$ cat config.mk
export PLATFORM = sky130hd
export DESIGN_NAME = tt_timer
export DESIGN_NICKNAME = d
export VERILOG_FILES = /design/src/design/tt_pkg.sv /design/src/design/tt_timer.sv /design/src/design/tt_edge_sync.sv
export SDC_FILE = /design/constraint.sdc
export NUM_CORES = 1
export LEC_CHECK = 0
export ABC_AREA = 1
export BUFFER_PORTS_ARGS = -buffer_cell sky130_fd_sc_hd__buf_2
export CORE_ASPECT_RATIO = 0.5
export CORE_MARGIN = 3
export CORE_UTILIZATION = 55
export CTS_CLUSTER_SIZE = 16
export DETAILED_ROUTE_END_ITERATION = 8
export PLACE_DENSITY = 0.74
export SLEW_MARGIN = 20
export SYNTH_ARGS = -nofsm -noshare
export SYNTH_HDL_FRONTEND = slang
export SYNTH_HIERARCHICAL = 1
export SYNTH_SLANG_ARGS = --single-unit
$ cat constraint.sdc
create_clock -name mclk -period 6.25 [get_ports mclk]
set_input_delay 1.25 -clock mclk [delete_from_list [all_inputs] [get_ports mclk]]
set_output_delay 1.25 -clock mclk [all_outputs]
set_load 0.05 [all_outputs]
$ cat src/design/tt_pkg.sv
// package: register map, field positions and shared types of timer two
package tt_pkg;
    localparam logic [7:0] ADDR_CONTROL = 8'hc8;
    localparam logic [7:0] ADDR_MODE = 8'hc9;
    localparam logic [7:0] ADDR_RCAP_LOW = 8'hca;
    localparam logic [7:0] ADDR_RCAP_HIGH = 8'hcb;
    localparam logic [7:0] ADDR_COUNT_LOW = 8'hcc;
    localparam logic [7:0] ADDR_COUNT_HIGH = 8'hcd;
    localparam int BIT_OVF = 7;
    localparam int BIT_EXF = 6;
    localparam int BIT_RCLK = 5;
    localparam int BIT_TX_BAUD_SELECT = 4;
    localparam int BIT_EXEN = 3;
    localparam int BIT_RUN = 2;
    localparam int BIT_CSRC = 1;
    localparam int BIT_CAP = 0;
    localparam int BIT_OE = 1;
    localparam int BIT_UPDOWN_ENABLE = 0;
    localparam logic [7:0] RESET_BYTE = 8'h00;
    localparam logic [15:0] COUNT_MAX = 16'hffff;
    localparam logic [1:0] MODE_MASK = 2'h3;

    typedef enum logic [2:0] {
        TT_STOP = 3'b000,
        TT_CAPTURE = 3'b001,
        TT_RELOAD = 3'b010,
        TT_BAUD = 3'b011,
        TT_CLKOUT = 3'b100
    } tt_mode_t;

    typedef struct packed {
        logic [7:0] addr;
        logic [7:0] wdata;
        logic wr;
        logic rd;
    } tt_bus_t;

    typedef struct packed {
        logic pin_out;
        logic pin_oe;
        logic rx_baud_tick;
        logic tx_baud_tick;
    } tt_link_t;
endpackage

$ cat src/design/tt_timer.sv
// module: sixteen-bit timer two with capture, reload, baud and clock out
//
// Local design decision: strobed register access.
`timescale 1ns/1ps
`default_nettype none
// Operation
// - 16-bit count advances only while running
// - source bit picks system clock or pin
// - overflow flag only when no baud select
// - trigger falling edge sets event flag if enabled, except in up/down counting
// - bits 5/4 pick receive/transmit clock
// - clock output enable drives count pin when the source bit picks system clock
// - updown enable resets zero, pin picks direction
// - mode decode from run, output, baud, capture
// - capture mode copies count on trigger edge
// - reload mode reloads on overflow, sets flag
// - trigger edge also reloads in reload mode
// - updown: pin high counts up, reload
// - down count underflows at reload value
// - updown toggles event flag, no interrupt
// - baud mode reloads silently, feeds serial
// - baud mode trigger sets flag, no reload
// - serial rate from overflow rate
// - clock out with baud toggles pin silently
// - plain clock out sets overflow flag
// - both flags share one interrupt request
// - software sets flags; only software clears, except the updown event flag toggle
module tt_timer
    import tt_pkg::*;
(
    input wire logic mclk,
    input wire logic rst,
    input wire tt_pkg::tt_bus_t bus,
    output logic [7:0] rdata,
    input wire logic count_pin_in,
    input wire logic trigger_pin,
    output tt_pkg::tt_link_t link,
    output logic timer_irq
);
    import tt_pkg::*;

    // ------------------------------------------------------------
    // registers
    // ------------------------------------------------------------
    logic [7:0] timer_two_control;
    logic [1:0] timer_two_mode;
    logic [15:0] reload_capture;
    logic [15:0] count;
    logic clk_out;

    logic overflow_flag;
    logic ext_event_flag;
    logic rx_baud_select;
    logic tx_baud_select;
    logic ext_trigger_enable;
    logic run_control;
    logic count_source_select;
    logic capture_not_reload;
    logic clock_out_enable;
    logic updown_enable;

    assign overflow_flag = timer_two_control[BIT_OVF];
    assign ext_event_flag = timer_two_control[BIT_EXF];
    assign rx_baud_select = timer_two_control[BIT_RCLK];
    assign tx_baud_select = timer_two_control[BIT_TX_BAUD_SELECT];
    assign ext_trigger_enable = timer_two_control[BIT_EXEN];
    assign run_control = timer_two_control[BIT_RUN];
    assign count_source_select = timer_two_control[BIT_CSRC];
    assign capture_not_reload = timer_two_control[BIT_CAP];
    assign clock_out_enable = timer_two_mode[BIT_OE];
    assign updown_enable = timer_two_mode[BIT_UPDOWN_ENABLE];

    // ------------------------------------------------------------
    // pin synchronisers
    // ------------------------------------------------------------
    logic cnt_level;
    logic cnt_fall;
    logic trg_level;
    logic trg_fall;

    tt_edge_sync u_cnt_sync (
        .mclk(mclk),
        .rst(rst),
        .pin_in(count_pin_in),
        .level(cnt_level),
        .fall(cnt_fall)
    );

    tt_edge_sync u_trg_sync (
        .mclk(mclk),
        .rst(rst),
        .pin_in(trigger_pin),
        .level(trg_level),
        .fall(trg_fall)
    );

    // ------------------------------------------------------------
    // mode decode
    // ------------------------------------------------------------
    tt_mode_t mode;
    logic baud_any;

    assign baud_any = rx_baud_select | tx_baud_select;

    always_comb begin
        if (!run_control) begin
            mode = TT_STOP;
        end else if (clock_out_enable && !count_source_select) begin
            mode = TT_CLKOUT;
        end else if (baud_any) begin
            mode = TT_BAUD;
        end else if (capture_not_reload) begin
            mode = TT_CAPTURE;
        end else begin
            mode = TT_RELOAD;
        end
    end

    // ------------------------------------------------------------
    // count engine
    // ------------------------------------------------------------
    logic tick;
    logic updown_active;
    logic count_down;
    logic wrap_up;
    logic wrap_down;
    logic wrap;
    logic trig_reload;
    logic trig_capture;
    logic trig_flag;
    logic ovf_set;
    logic [15:0] next_count;

    // clock-out mode always counts the system clock
    assign tick = (mode != TT_STOP) &&
                  ((count_source_select && mode != TT_CLKOUT) ? cnt_fall : 1'b1);
    assign updown_active = (mode == TT_RELOAD) && updown_enable;
    assign count_down = updown_active && !trg_level;
    assign wrap_up = tick && !count_down && (count == COUNT_MAX);
    assign wrap_down = tick && count_down && (count == reload_capture);
    assign wrap = wrap_up || wrap_down;
    assign trig_flag = ext_trigger_enable && trg_fall && !updown_active;
    assign trig_reload = trig_flag && (mode == TT_RELOAD);
    assign trig_capture = trig_flag && (mode == TT_CAPTURE);
    // overflow flag suppressed whenever a baud select is set
    assign ovf_set = wrap && !baud_any;

    always_comb begin
        next_count = count;
        if (wrap_down) begin
            next_count = COUNT_MAX;
        end else if (wrap_up && mode != TT_CAPTURE) begin
            next_count = reload_capture;
        end else if (trig_reload) begin
            next_count = reload_capture;
        end else if (tick) begin
            next_count = count_down ? count - 16'h0001 : count + 16'h0001;
        end
    end

    logic wr_cl;
    logic wr_ch;
    logic wr_rl;
    logic wr_rh;
    logic wr_ctl;
    logic wr_mod;

    assign wr_cl = bus.wr && (bus.addr == ADDR_COUNT_LOW);
    assign wr_ch = bus.wr && (bus.addr == ADDR_COUNT_HIGH);
    assign wr_rl = bus.wr && (bus.addr == ADDR_RCAP_LOW);
    assign wr_rh = bus.wr && (bus.addr == ADDR_RCAP_HIGH);
    assign wr_ctl = bus.wr && (bus.addr == ADDR_CONTROL);
    assign wr_mod = bus.wr && (bus.addr == ADDR_MODE);

    // software writes take over the engine; stopping first is the user's job
    always_ff @(posedge mclk or posedge rst) begin
        if (rst) begin
            count <= {RESET_BYTE, RESET_BYTE};
        end else begin
            count <= next_count;
            if (wr_cl) begin
                count[7:0] <= bus.wdata;
            end
            if (wr_ch) begin
                count[15:8] <= bus.wdata;
            end
        end
    end

    always_ff @(posedge mclk or posedge rst) begin
        if (rst) begin
            reload_capture <= {RESET_BYTE, RESET_BYTE};
        end else begin
            if (trig_capture) begin
                reload_capture <= count;
            end else begin
                if (wr_rl) begin
                    reload_capture[7:0] <= bus.wdata;
                end
                if (wr_rh) begin
                    reload_capture[15:8] <= bus.wdata;
                end
            end
        end
    end

    // ------------------------------------------------------------
    // control and mode registers, flags
    // ------------------------------------------------------------
    logic next_ovf;
    logic next_exf;

    always_comb begin
        next_ovf = wr_ctl ? bus.wdata[BIT_OVF] : overflow_flag;
        next_exf = wr_ctl ? bus.wdata[BIT_EXF] : ext_event_flag;
        if (ovf_set) begin
            next_ovf = 1'b1;
        end
        if (updown_active && wrap) begin
            next_exf = ~ext_event_flag;
        end else if (trig_flag) begin
            next_exf = 1'b1;
        end
    end

    always_ff @(posedge mclk or posedge rst) begin
        if (rst) begin
            timer_two_control <= RESET_BYTE;
        end else begin
            if (wr_ctl) begin
                timer_two_control[5:0] <= bus.wdata[5:0];
            end
            timer_two_control[BIT_OVF] <= next_ovf;
            timer_two_control[BIT_EXF] <= next_exf;
        end
    end

    always_ff @(posedge mclk or posedge rst) begin
        if (rst) begin
            timer_two_mode <= 2'h0;
        end else if (wr_mod) begin
            timer_two_mode <= bus.wdata[1:0] & MODE_MASK;
        end
    end

    // event flag toggling in up/down mode must not interrupt
    assign timer_irq = overflow_flag || (ext_event_flag && !updown_active);

    // ------------------------------------------------------------
    // clock out and baud ticks
    // ------------------------------------------------------------
    always_ff @(posedge mclk or posedge rst) begin
        if (rst) begin
            clk_out <= 1'b0;
        end else if (mode == TT_CLKOUT && wrap) begin
            clk_out <= ~clk_out;
        end
    end

    logic baud_wrap;

    always_ff @(posedge mclk or posedge rst) begin
        if (rst) begin
            baud_wrap <= 1'b0;
        end else begin
            baud_wrap <= wrap && (mode == TT_BAUD || mode == TT_CLKOUT);
        end
    end

    always_comb begin
        link.pin_out = clk_out;
        link.pin_oe = clock_out_enable && !count_source_select;
        link.rx_baud_tick = baud_wrap && rx_baud_select;
        link.tx_baud_tick = baud_wrap && tx_baud_select;
    end

    // ------------------------------------------------------------
    // read port
    // ------------------------------------------------------------
    always_ff @(posedge mclk or posedge rst) begin
        if (rst) begin
            rdata <= RESET_BYTE;
        end else if (bus.rd) begin
            if (bus.addr == ADDR_CONTROL) begin
                rdata <= timer_two_control;
            end else if (bus.addr == ADDR_MODE) begin
                rdata <= {6'h00, timer_two_mode};
            end else if (bus.addr == ADDR_RCAP_LOW) begin
                rdata <= reload_capture[7:0];
            end else if (bus.addr == ADDR_RCAP_HIGH) begin
                rdata <= reload_capture[15:8];
            end else if (bus.addr == ADDR_COUNT_LOW) begin
                rdata <= count[7:0];
            end else if (bus.addr == ADDR_COUNT_HIGH) begin
                rdata <= count[15:8];
            end else begin
                rdata <= RESET_BYTE;
            end
        end else begin
            rdata <= RESET_BYTE;
        end
    end
endmodule
`default_nettype wire

$ cat src/design/tt_edge_sync.sv
// module: two-flop synchroniser with falling-edge detector for a pin
`timescale 1ns/1ps
`default_nettype none
module tt_edge_sync (
    input wire logic mclk,
    input wire logic rst,
    input wire logic pin_in,
    output logic level,
    output logic fall
);
    logic meta;
    logic sync;
    logic prev;

    always_ff @(posedge mclk or posedge rst) begin
        if (rst) begin
            meta <= 1'b1;
            sync <= 1'b1;
            prev <= 1'b1;
        end else begin
            meta <= pin_in;
            sync <= meta;
            prev <= sync;
        end
    end

    assign level = sync;
    assign fall = prev & ~sync;
endmodule
`default_nettype wire

# Word-level counts from Yosys, hierarchy flattened
# Index checks and enable logic that the tools add are counted.
classes:
  magnitude_cmp: 0
  n_mul: 0
  shift: 0
  n_mux: 27
  eq_ne: 14
  n_div: 0
  n_reduce_logical: 42
  addsub: 2
  bitwise: 7
ops:
  columns: ["op", "count"]
  rows:
  - ["two-way mux 16 bit", 6]
  - ["two-way mux 8 bit", 11]
  - ["== test 8 bit (second input constant)", 6]
  - ["logical AND 1 bit", 27]
  - ["adder 16 x 1 -> 16 bit (second input constant)", 1]
  - ["== test 16 bit", 1]
  - ["== test 16 bit (second input constant)", 1]
  - ["subtractor 16 x 1 -> 16 bit (second input constant)", 1]
  - ["nonzero test 5 bit", 2]
  - ["== test 3 x 2 -> 1 bit (second input constant)", 2]
  - ["two-way mux 1 bit", 6]
  - ["two-way mux 3 bit", 2]
  - ["nonzero test 2 bit", 3]
  - ["nonzero test 3 bit", 2]
  - ["zero test 1 bit", 5]
  - ["two-way mux 2 bit", 2]
  - ["NOT 1 bit", 4]
  - ["== test 3 x 1 -> 1 bit (second input constant)", 1]
  - ["== test 3 bit (second input constant)", 1]
  - ["logical OR 1 bit", 3]
  - ["!= test 3 x 1 -> 1 bit (second input constant)", 1]
  - ["!= test 3 bit (second input constant)", 1]
  - ["bitwise AND 1 bit", 2]
  - ["OR 1 bit", 1]
totals:
  latch_bits: 0
  mem_count: 0
  input_bits: 22
  output_inout_bits: 13
  register_bits: 58
  elab_cells: 109
  mem_bits_ro: 0
  ramBits: 0

# Longest topological paths before layout
# Gate-level depths: netlist of run 1.
logic_depth:
  ltp_word: 14
  depth_mapped: 22
  mapped_depth_nobuf: 22

# Modules after synthesis
# Netlist of run 1, hierarchy kept.
modules_own_cells:
  columns: ["module", "n_inst", "seq_area_each_um2", "cells_per_inst", "area_per_inst_um2"]
  rows:
  - ["tt_timer", 1, 1301.2, 611, 4090.2]
  - ["tt_edge_sync", 2, 78.8, 6, 92.6]

# Worst setup path after synthesis of run 1
# OpenSTA, ideal clock, no wires.
synth_timing:
  path_kind: "input to register"
  start: "input port bus[15] (netlist bit)"
  end: "register reload_capture[5]"
  path_slack_ns: 3.575
  arrival_time_ns: 2.533
  setup_time_ns: 0.142
  n_path_buf: 0
  path_stages: 10
  required_ns: 6.108
  path_cell_list: "nor3_2 nand2_1 nor2_1 inv_1 nor2_1 nand2_1 nand2_1 inv_1 nand2_1 o221ai_1"
synth_via:
  elab_chain_cells: 3
synth_rtl:
  columns: ["item", "line_no", "source"]
  rows:
  - ["start: declaration", "tt_timer.sv:33", "input wire tt_pkg::tt_bus_t bus,"]
  - ["== test 8 bit", "tt_timer.sv:170", "assign wr_rl = bus.wr && (bus.addr == ADDR_RCAP_LOW);"]
  - ["logical AND 1 bit", "tt_timer.sv:170", null]
  - ["nonzero test 2 bit (no line)", null, null]
  - ["end signal: assignment", "tt_timer.sv:192", "reload_capture <= {RESET_BYTE, RESET_BYTE};"]
  - ["end signal: assignment", "tt_timer.sv:195", "reload_capture <= count;"]
  - ["end signal: assignment", "tt_timer.sv:198", "reload_capture[7:0] <= bus.wdata;"]
  - ["end: declaration", "tt_timer.sv:47", "logic [15:0] reload_capture;"]
# Every way passes these cells.
# A chain may end at the register's enable or synchronous reset.

# Final worst setup path of run 1
layout_timing:
  start: "input port bus[15] (netlist bit)"
  end: "register timer_two_control[6]"
layout_via:
  elab_chain_cells: 3
layout_rtl:
  columns: ["item", "line_no", "source"]
  rows:
  - ["== test 8 bit", "tt_timer.sv:172", "assign wr_ctl = bus.wr && (bus.addr == ADDR_CONTROL);"]
  - ["logical AND 1 bit", "tt_timer.sv:172", null]
  - ["nonzero test 3 bit (no line)", null, null]
  - ["end signal: indexed assignment", "tt_timer.sv:233", "timer_two_control[BIT_OVF] <= next_ovf;"]
  - ["end signal: indexed assignment", "tt_timer.sv:234", "timer_two_control[BIT_EXF] <= next_exf;"]
  - ["end: declaration", "tt_timer.sv:45", "logic [7:0] timer_two_control;"]
# Every way passes these cells.

==> reports/qor_table.md, run 1 <==
| Result | Value | Unit |
|:---|:---|:---|
| Status | finished, final reports clean | - |
| TritonCTS Buffers | 9 | - |
| Effective utilization at floorplan | 57.5 | % |
| Yosys warning total | 6 | - |
| Xor and xnor fraction of the mapped netlist area | 3.28 | % |
| Biggest cell delay along the critical path | 530 | ps |
| FFs w/ async S/R, synth | 100 | % |
| Routed via count | 4,429 | - |
| Nature of the critical path endpoint | flop | - |
| Instance count of the mapped netlist | 623 | - |
| Ant diodes | 0 | - |
| Most common cell after layout, fill and taps aside | nand2_1 | - |
| Worst-margin pin slew | 838 | ps |
| Share of final-layout standard cells stronger than drive strength 1 | 14.4 | % |
| Static leakage power | 2.54 | nW |
| Area fraction in compound gates after synthesis | 15.6 | % |
| Post-route setup TNS | 0 | ps |
| Register cell area after layout | 1460 | um2 |
| Total buffers and inverters traversed by the critical path | 2 | - |
| Mapped cell area | 4280 | um2 |
| Area growth from synthesis to layout | 10.8 | % |
| Portion of total power attributed to the clock network | 29.5 | % |
| Ordered list of cells on the worst path | buf_2 -> nor3_2 -> nand2_1 -> nor2_1 -> nand2_1 -> o21ai_0 -> inv_1 -> nor2_1 -> o21ai_0 | - |
| Required time at the endpoint of the critical path | 6460 | ps |
| Overall power after layout | 1.67 | mW |
| Final Hold Violating Endpoints | 0 | - |
| Headroom to the max-slew limit | 44.0 | % |
| H-tree lvl count | 3 | - |
| Predominant post-synthesis flop cell | dfrtp_1 | - |
| Total area of multi-input combinational cells | 2310 | um2 |
| Clock-pin slew on the worst setup and hold paths | 50 | ps |
| Clk sinks | 58 | - |
| Drt via density | 5.91 | - |
| Utilization after layout | 63.7 | % |
| Row count | 22 | - |
| Antenna violations before repair | 0 | - |
| Max IR drop VDD | 215 | uV |
| Clock tree from TritonCTS | done | - |
| Sequential area share after synthesis | 34.1 | % |
| Floorplan die height | 68.3 | um |
| Final setup skew | 7.66 | ps |
| Synthesized area per cell | 6.86 | um2 |
| Unrepaired setup endpoints after global routing | false | - |
| Cell type with the largest total area after synthesis | dfrtp_1 | - |
| Largest net degree at the start of global routing | 53 | - |
| Worst-case clock buffer depth | 2 | - |
| Max-cap violations | 0 | - |
| Gr ovfl total | 0 | - |
| DRC violations left | 0 | - |
| Number of cells upsized or downsized after cts | 0 | - |
| Routed wirelength normalized by instance count | 17.8 | um |
| Combinational power share | 35.1 | % |
| Power Density | 352 | nW/um2 |
| Post-CTS setup repair buffer count | 0 | - |
| Buffers on Ports | 34 | - |
| Net count of the finished layout | 672 | - |
| Number of ports placed on the die boundary | 35 | - |
| Min-delay src | u_trg_sync/meta | - |
| Synthesized-area fraction occupied by and/or/nand/nor cells | 34.0 | % |
| Switching part of the total | 43.6 | % |
| Final setup violating endpoints | 0 | - |
| Arrival time of the worst setup path | 3200 | ps |
| Area inside the core boundary | 7430 | um2 |
| Area share of the leading cell type in the synthesized netlist | 30.4 | % |
| Startpoint of the most critical setup path | bus[15] | - |
| Combinational family with the most area after synthesis | simple AND/OR/NAND/NOR gates | - |
| Switching power of the nets | 0.727 | mW |
| TritonRoute pass-1 iters | 6 | - |
| Number of inserted filler cells in the final layout | 689 | - |
| Launch point of the worst reg-to-reg path | timer_two_control[5] | - |
| Post-route ant nets | 0 | - |
| Share of cell area taken by muxes after synthesis | 0.790 | % |
| Wire length of the first global-routing pass | 21,300 | um |
| Global routing usage summed across all routing layers | 31.9 | % |
| DRT Wirelength | 13,400 | um |
| Class of the tightest hold or removal check | reg -> reg | - |
| Clock Latency Late Sink | 330 | ps |
| Number of storage elements in the synthesis netlist | 58 | - |
| Final Max Tran Viols | 0 | - |
| # hold bufs at CTS | 0 | - |
| Clock root buffer | clkbuf_16 | - |
| EDFF count, synth | 0 | - |
| Number of different library cells in the post-synthesis netlist | 41 | - |
| Half-perimeter wire length after detailed placement | 9830 | um |
| Start-to-end type of the worst setup path | in -> reg | - |
| Most frequent cells in the layout | 196 x nand2_1, 94 x inv_1, 52 x dfrtp_1 | - |
| Placer Congestion | 0.948 | - |
| Synthesized netlist net count | 646 | - |
| Largest driver fanout on the critical path | 13 | - |
| Post-synthesis share of cell area spent on full adders, half adders and majority gates | 0.293 | % |
| Die area | 8930 | um2 |
| Family with the most delay on the worst path | simple AND/OR/NAND/NOR gates | - |
| Vias in the first global route | 3,933 | - |
| Library cell contributing the largest single delay on the critical path | nor2_1 | - |
| Min Tclk post-route | 2990 | ps |
| Share of total power in sequential cells | 35.4 | % |
| Internal cell power | 0.939 | mW |
| Width of the chip | 131 | um |
| Min Hold Slack | 353 | ps |
| Highest clock rate | 334 | MHz |
| Final worst-path cycle share | 47.9 | % |
| Violation count after the first detailed-route iteration | 715 | - |
| Leading post-synthesis cells by cell area | dfrtp_1 30%, nand2_1 17%, inv_1 8.3% | - |
| Setup crit start kind | input port | - |
metal layers:
metal	vias up	GRT usage, %	routed length, um
met3	35	8.26	1610
met4	0	8.21	332
met1	2046	47.8	6100
li1	2078	-	-
met5	-	0	0
met2	270	45.6	5330
stage by stage:
stage | area (um2) | worst slack [ps] | instances
floorplan | 4280 | 3570 | 623
global placement | 4440 | 3030 | 734
detailed placement | 4440 | 2950 | 734
CTS | 4740 | 3270 | 750
global route | 4740 | 2930 | 750
finish | 4740 | 3260 | 750
registers in the layout, indices dropped and copies added (netlist names), 2 cells and up:
register,cells
count,16
reload_capture,16
rdata,8
timer_two_control,8
timer_two_mode,2
synth_stat cells, types with 3 or more instances:
master,number
buf_6,4
nor2_1,39
nand2_4,3
o22ai_1,7
mux2_2,3
a21oi_1,23
buf_2,7
o41ai_1,11
nor2_4,3
nor2_2,5
nand3b_1,4
xor2_1,16
nor4_1,5
dfrtp_1,52
nor3_1,7
o21ai_0,35
nand2_2,12
nand4_1,10
clkbuf_1,5
nand3_1,28
inv_2,5
inv_1,95
dfstp_2,6
a211oi_1,3
o221ai_1,19
o21ai_1,3
nand2_1,196
final cells by class:
| cell class | instances | area share, % |
|---|---|---|
| Clock buffer | 10 | 4.83 |
| Clock inverter | 6 | 1.43 |
| Inverter | 100 | 7.92 |
| Multi-Input combinational cell | 445 | 48.7 |
| Sequential cell | 58 | 30.8 |
| Tap cell | 96 | 2.54 |
| Timing Repair Buffer | 35 | 3.75 |
worst paths after layout:
| check | depth (start not counted) | slack (ps) | endpoint |
|---|---|---|---|
| setup / recovery | 9 | 3260 | timer_two_control[6] |
| hold / removal | 0 | 350 | u_trg_sync/level |
| setup reg to reg | 19 | 3430 | count[12] |
| hold reg to reg | 0 | 350 | u_trg_sync/level |
| max in group asynchronous | 3 | 4680 | count[10] |
| min in group asynchronous | 2 | 980 | u_cnt_sync/meta |
kinds of logic after synthesis:
group	count (synthesis)
and+or+nand+nor	320
buffers and inverters	120
AOI/OAI and AO/OA	105
DFF	58
xor gates and xnor gates	16
muxes	3
adders and majority gates	1
power by group through the flow:
stage          combinational, mW  clock (mW)  sequential [mW]
3_5_place_dp               0.566           0            0.586
6_report                   0.585       0.492            0.589
5_1_grt                    0.655       0.516            0.596
3_3_place_gp               0.560           0            0.585
2_1_floorplan              0.504           0            0.490
4_1_cts                    0.569       0.495            0.580
No activity file was read; power rests on OpenSTA's default activity.
==> run 2: changes to the inputs <==
--- a/config.mk
+++ b/config.mk
@@ -5,14 +5,14 @@
 export SDC_FILE = /design/constraint.sdc
 export NUM_CORES = 1
 export LEC_CHECK = 0
-export ABC_AREA = 1
+export ABC_AREA = 0
 export BUFFER_PORTS_ARGS = -buffer_cell sky130_fd_sc_hd__buf_2
 export CORE_ASPECT_RATIO = 0.5
 export CORE_MARGIN = 3
 export CORE_UTILIZATION = 55
 export CTS_CLUSTER_SIZE = 16
 export DETAILED_ROUTE_END_ITERATION = 8
-export PLACE_DENSITY = 0.74
+export PLACE_DENSITY = 0.75
 export SLEW_MARGIN = 20
 export SYNTH_ARGS = -nofsm -noshare
 export SYNTH_HDL_FRONTEND = slang
==> constraint.sdc (replaced) <==
create_clock -name mclk -period 2.78 [get_ports mclk]
set_input_delay 0.556 -clock mclk [delete_from_list [all_inputs] [get_ports mclk]]
set_output_delay 0.556 -clock mclk [all_outputs]
set_load 0.05 [all_outputs]
==> reports/qor_table.md, run 2 <==
| Result | Value | Unit | vs previous |
|:---|:---|:---|:---|
| Status | finished, final reports clean | - |  |
| DRC violations left | 0 | - | unchanged |
| Power Density | 772 | nW/um2 | +120% |
| Final worst-path cycle share | 94.9 | % |  |
| RR Endpoint | count[14] | - |  |
| Switching part of the total | 39.3 | % | -4.3 points |
| Worst-case clock buffer depth | 2 | - | unchanged |
| Pre-CTS setup slack | 159 | ps | -2790 ps |
| DRT Wirelength | 12,300 | um | -8.1% |
| EDFF count, synth | 0 | - | unchanged |
| Floorplan die height | 65.2 | um | -4.6% |
| Final setup skew | 6.07 | ps | -1.58 ps |
| Global routing usage summed across all routing layers | 31.1 | % | -0.86 points |
| Routed via count | 3,785 | - | -15% |
| Area inside the core boundary | 6410 | um2 | -14% |
| Final setup violating endpoints | 0 | - | unchanged |
| Clock root buffer | clkbuf_16 | - |  |
| Buffers on Ports | 34 | - | unchanged |
| Static leakage power | 1.89 | nW | -26% |
| Start-to-end type of the worst setup path | reg -> reg | - |  |
| Number of ports placed on the die boundary | 35 | - | unchanged |
| Most frequent cells in the layout | 52 x dfrtp_1, 38 x buf_4, 35 x nor2_1 | - |  |
| Synthesized area per cell | 8.94 | um2 | +30% |
| Highest clock rate | 379 | MHz |  |
| Half-perimeter wire length after detailed placement | 8990 | um | -8.5% |
| Nature of the critical path endpoint | flop | - |  |
| Number of inserted filler cells in the final layout | 519 | - | -25% |
| Post-route setup TNS | 0 | ps | unchanged |
| Share of final-layout standard cells stronger than drive strength 1 | 26.1 | % | +12 points |
| Post-route ant nets | 0 | - | unchanged |
| Internal cell power | 2.14 | mW | +130% |
| Library cell contributing the largest single delay on the critical path | or4_4 | - |  |
| Arrival time of the worst setup path | 2890 | ps | -310 ps |
| Worst-margin pin slew | 541 | ps | -297 ps |
| Synthesized netlist net count | 454 | - | -30% |
| Reg2Reg Setup Slack | 140 | ps | -3290 ps |
| R2r worst-path depth | 8 | - | -11 |
| Instance count of the mapped netlist | 431 | - | -31% |
| Startpoint of the most critical setup path | timer_two_control[0] | - |  |
| Effective utilization at floorplan | 60.1 | % | +2.6 points |
| Max IR drop VDD | 372 | uV | +73% |
| Sequential area share after synthesis | 37.9 | % | +3.7 points |
| Overall power after layout | 3.53 | mW | +110% |
| Routed wirelength normalized by instance count | 21.6 | um | +21% |
| Cell types with the highest counts after synthesis | 52 x dfrtp_1, 36 x nor2_1, 33 x a21oi_1, 28 x clkbuf_1, 24 x nand2_1 | - |  |
| Number of storage elements in the synthesis netlist | 58 | - | unchanged |
| Antenna violations before repair | 0 | - | unchanged |
| Clock tree from TritonCTS | done | - |  |
| Portion of total power attributed to the clock network | 29.1 | % | -0.4 points |
| Number of different library cells in the post-synthesis netlist | 62 | - | +51% |
| Leading post-synthesis cells by cell area | dfrtp_1 34%, mux2i_1 6.0%, a21oi_1 4.3% | - |  |
| Wire length of the first global-routing pass | 19,500 | um | -8.4% |
| Launch point of the worst reg-to-reg path | timer_two_control[0] | - |  |
| Biggest cell delay along the critical path | 570 | ps | +40 ps |
| Switching power of the nets | 1.39 | mW | +91% |
| Largest driver fanout on the critical path | 23 | - | +10 |
| Setup ws final | 142 | ps | -3110 ps |
| Family with the most delay on the worst path | simple AND/OR/NAND/NOR gates | - |  |
| Predominant post-synthesis flop cell | dfrtp_1 | - |  |
| FFs w/ async S/R, synth | 100 | % | unchanged |
| Min Tclk post-route | 2640 | ps |  |
| Placed Instance Area | 4270 | um2 | -3.8% |
| Required time at the endpoint of the critical path | 3030 | ps | -3430 ps |
| Clock Latency Late Sink | 340 | ps | about the same |
| Area growth from synthesis to layout | 18.6 | % |  |
| Combinational power share | 39.7 | % | +4.6 points |
| Most numerous cell in the Yosys netlist | dfrtp_1 | - |  |
| Net count of the finished layout | 500 | - | -26% |
| Mapped cell area | 3850 | um2 | -9.9% |
| Width of the chip | 124 | um | -4.8% |
| TritonRoute pass-1 iters | 6 | - | unchanged |
| Share of total power in sequential cells | 31.2 | % | -4.2 points |
| Area share of the leading cell type in the synthesized netlist | 33.8 | % | +3.3 points |
| Row count | 20 | - | -9.1% |
| TritonCTS Buffers | 9 | - | unchanged |
| Min Hold Slack | 266 | ps | -86.9 ps |
| Total buffers and inverters traversed by the critical path | 1 | - | -1 |
| Registers with the highest flip-flop counts | count (16), reload_capture (16) | - |  |
| Most common cell after layout, fill and taps aside | dfrtp_1 | - |  |
| Area of all placed cells without fillers | 4570 | um2 | -3.5% |
| Unrepaired setup endpoints after global routing | false | - |  |
| Violation count after the first detailed-route iteration | 524 | - | -27% |
| Drt via density | 6.64 | - | +12% |
| Clk sinks | 58 | - | unchanged |
| Die area | 8110 | um2 | -9.2% |
| Max-cap violations | 0 | - | unchanged |
| Ordered list of cells on the worst path | and4bb_2 -> nand3_2 -> buf_4 -> or4_4 -> nor4_4 -> nor3_1 -> or4b_1 -> a31oi_1 | - |  |
| Ant diodes | 0 | - | unchanged |
| Final Hold Violating Endpoints | 0 | - | unchanged |
| Cell type with the largest total area after synthesis | dfrtp_1 | - |  |
| Final Max Tran Viols | 0 | - | unchanged |
| Placer Congestion | 0.963 | - | +1.6% |
| Vias in the first global route | 3,537 | - | -10% |
| Largest net degree at the start of global routing | 33 | - | -38% |
| Setup crit start kind | flop | - |  |
| Headroom to the max-slew limit | 63.8 | % | +20 points |
| Yosys warning total | 6 | - | unchanged |
| H-tree lvl count | 3 | - | unchanged |
| Clock-pin slew on the worst setup and hold paths | 60 | ps | about the same |
| Class of the tightest hold or removal check | in -> async | - |  |
| Gr ovfl total | 0 | - | unchanged |
[run 2: worst reg2reg max path: cells and delay by family (launching register included)]
family | cells | cell delay, ps
simple gates | 6 | 1750
compound gates | 1 | 160
flops | 1 | 380
buf+inv | 1 | 250
[run 2: final cells by class]
class / instances / area [um2] / area share [%]
multi-input cells: 325 / 2210 / 48.3
flip-flops and latches: 58 / 1460 / 31.9
repair buffers: 73 / 475 / 10.4
clock buffers: 9 / 225 / 4.93
well taps: 88 / 110 / 2.41
clock inverters: 7 / 56.3 / 1.23
inverters: 10 / 37.5 / 0.821
[run 2: cell families (layout without fill, tap and decap cells)]
kind of cell | count (synthesis) | in the layout | synth area share (%)
and+or+nand+nor | 152 | 152 | 22.1
AOI/OAI and AO/OA | 107 | 107 | 18.3
DFF | 58 | 58 | 37.9
buffers and inverters | 48 | 99 | 5.13
muxes | 35 | 35 | 9.48
xor gates and xnor gates | 30 | 30 | 6.82
adders and majority gates | 1 | 1 | 0.325
[run 2: how the worst max path moves through the flow]
| stage | to | slack (ps) | cells after the start |
|---|---|---|---|
| final | count[14] | 140 | 8 |
| after global routing | count[14] | 30 | 8 |
| after CTS | count[14] | 150 | 9 |
| after detailed placement | reload_capture[9] | 160 | 9 |
| after global placement | count[14] | 230 | 7 |
| after floorplan | count[14] | 10 | 11 |
[run 2: repair_timing]
item / CTS / global route
resized for setup: 0 / 1
setup buffers: 0 / 2
hold buffers: 0 / 0
setup endpoints to repair: 0 / 1
[run 2: power by group through the flow]
| stage | logic [mW] | clock network [mW] | registers [mW] |
|---|---|---|---|
| global route | 1.50 | 1.08 | 1.12 |
| detailed placement | 1.34 | 0 | 1.11 |
| finish | 1.40 | 1.03 | 1.10 |
| CTS | 1.35 | 1.03 | 1.10 |
| global placement | 1.31 | 0 | 1.11 |
| floorplan | 0.962 | 0 | 1.04 |
[run 2: metrics by stage]
stage          cells  utilization, %
3_3_place_gp     552            66.7
2_1_floorplan    431               -
3_5_place_dp     552            66.7
4_1_cts          568            71.1
6_report         570            71.3
5_1_grt          570            71.3
[run 2: per-layer routing]
metal | track usage [%] | wire length (um) | vias to the layer above
li1 | - | - | 1672
met1 | 43.5 | 5060 | 1762
met2 | 45.6 | 5090 | 307
met3 | 9.90 | 1780 | 42
met4 | 10.8 | 337 | 2
met5 | 0 | 22 | -
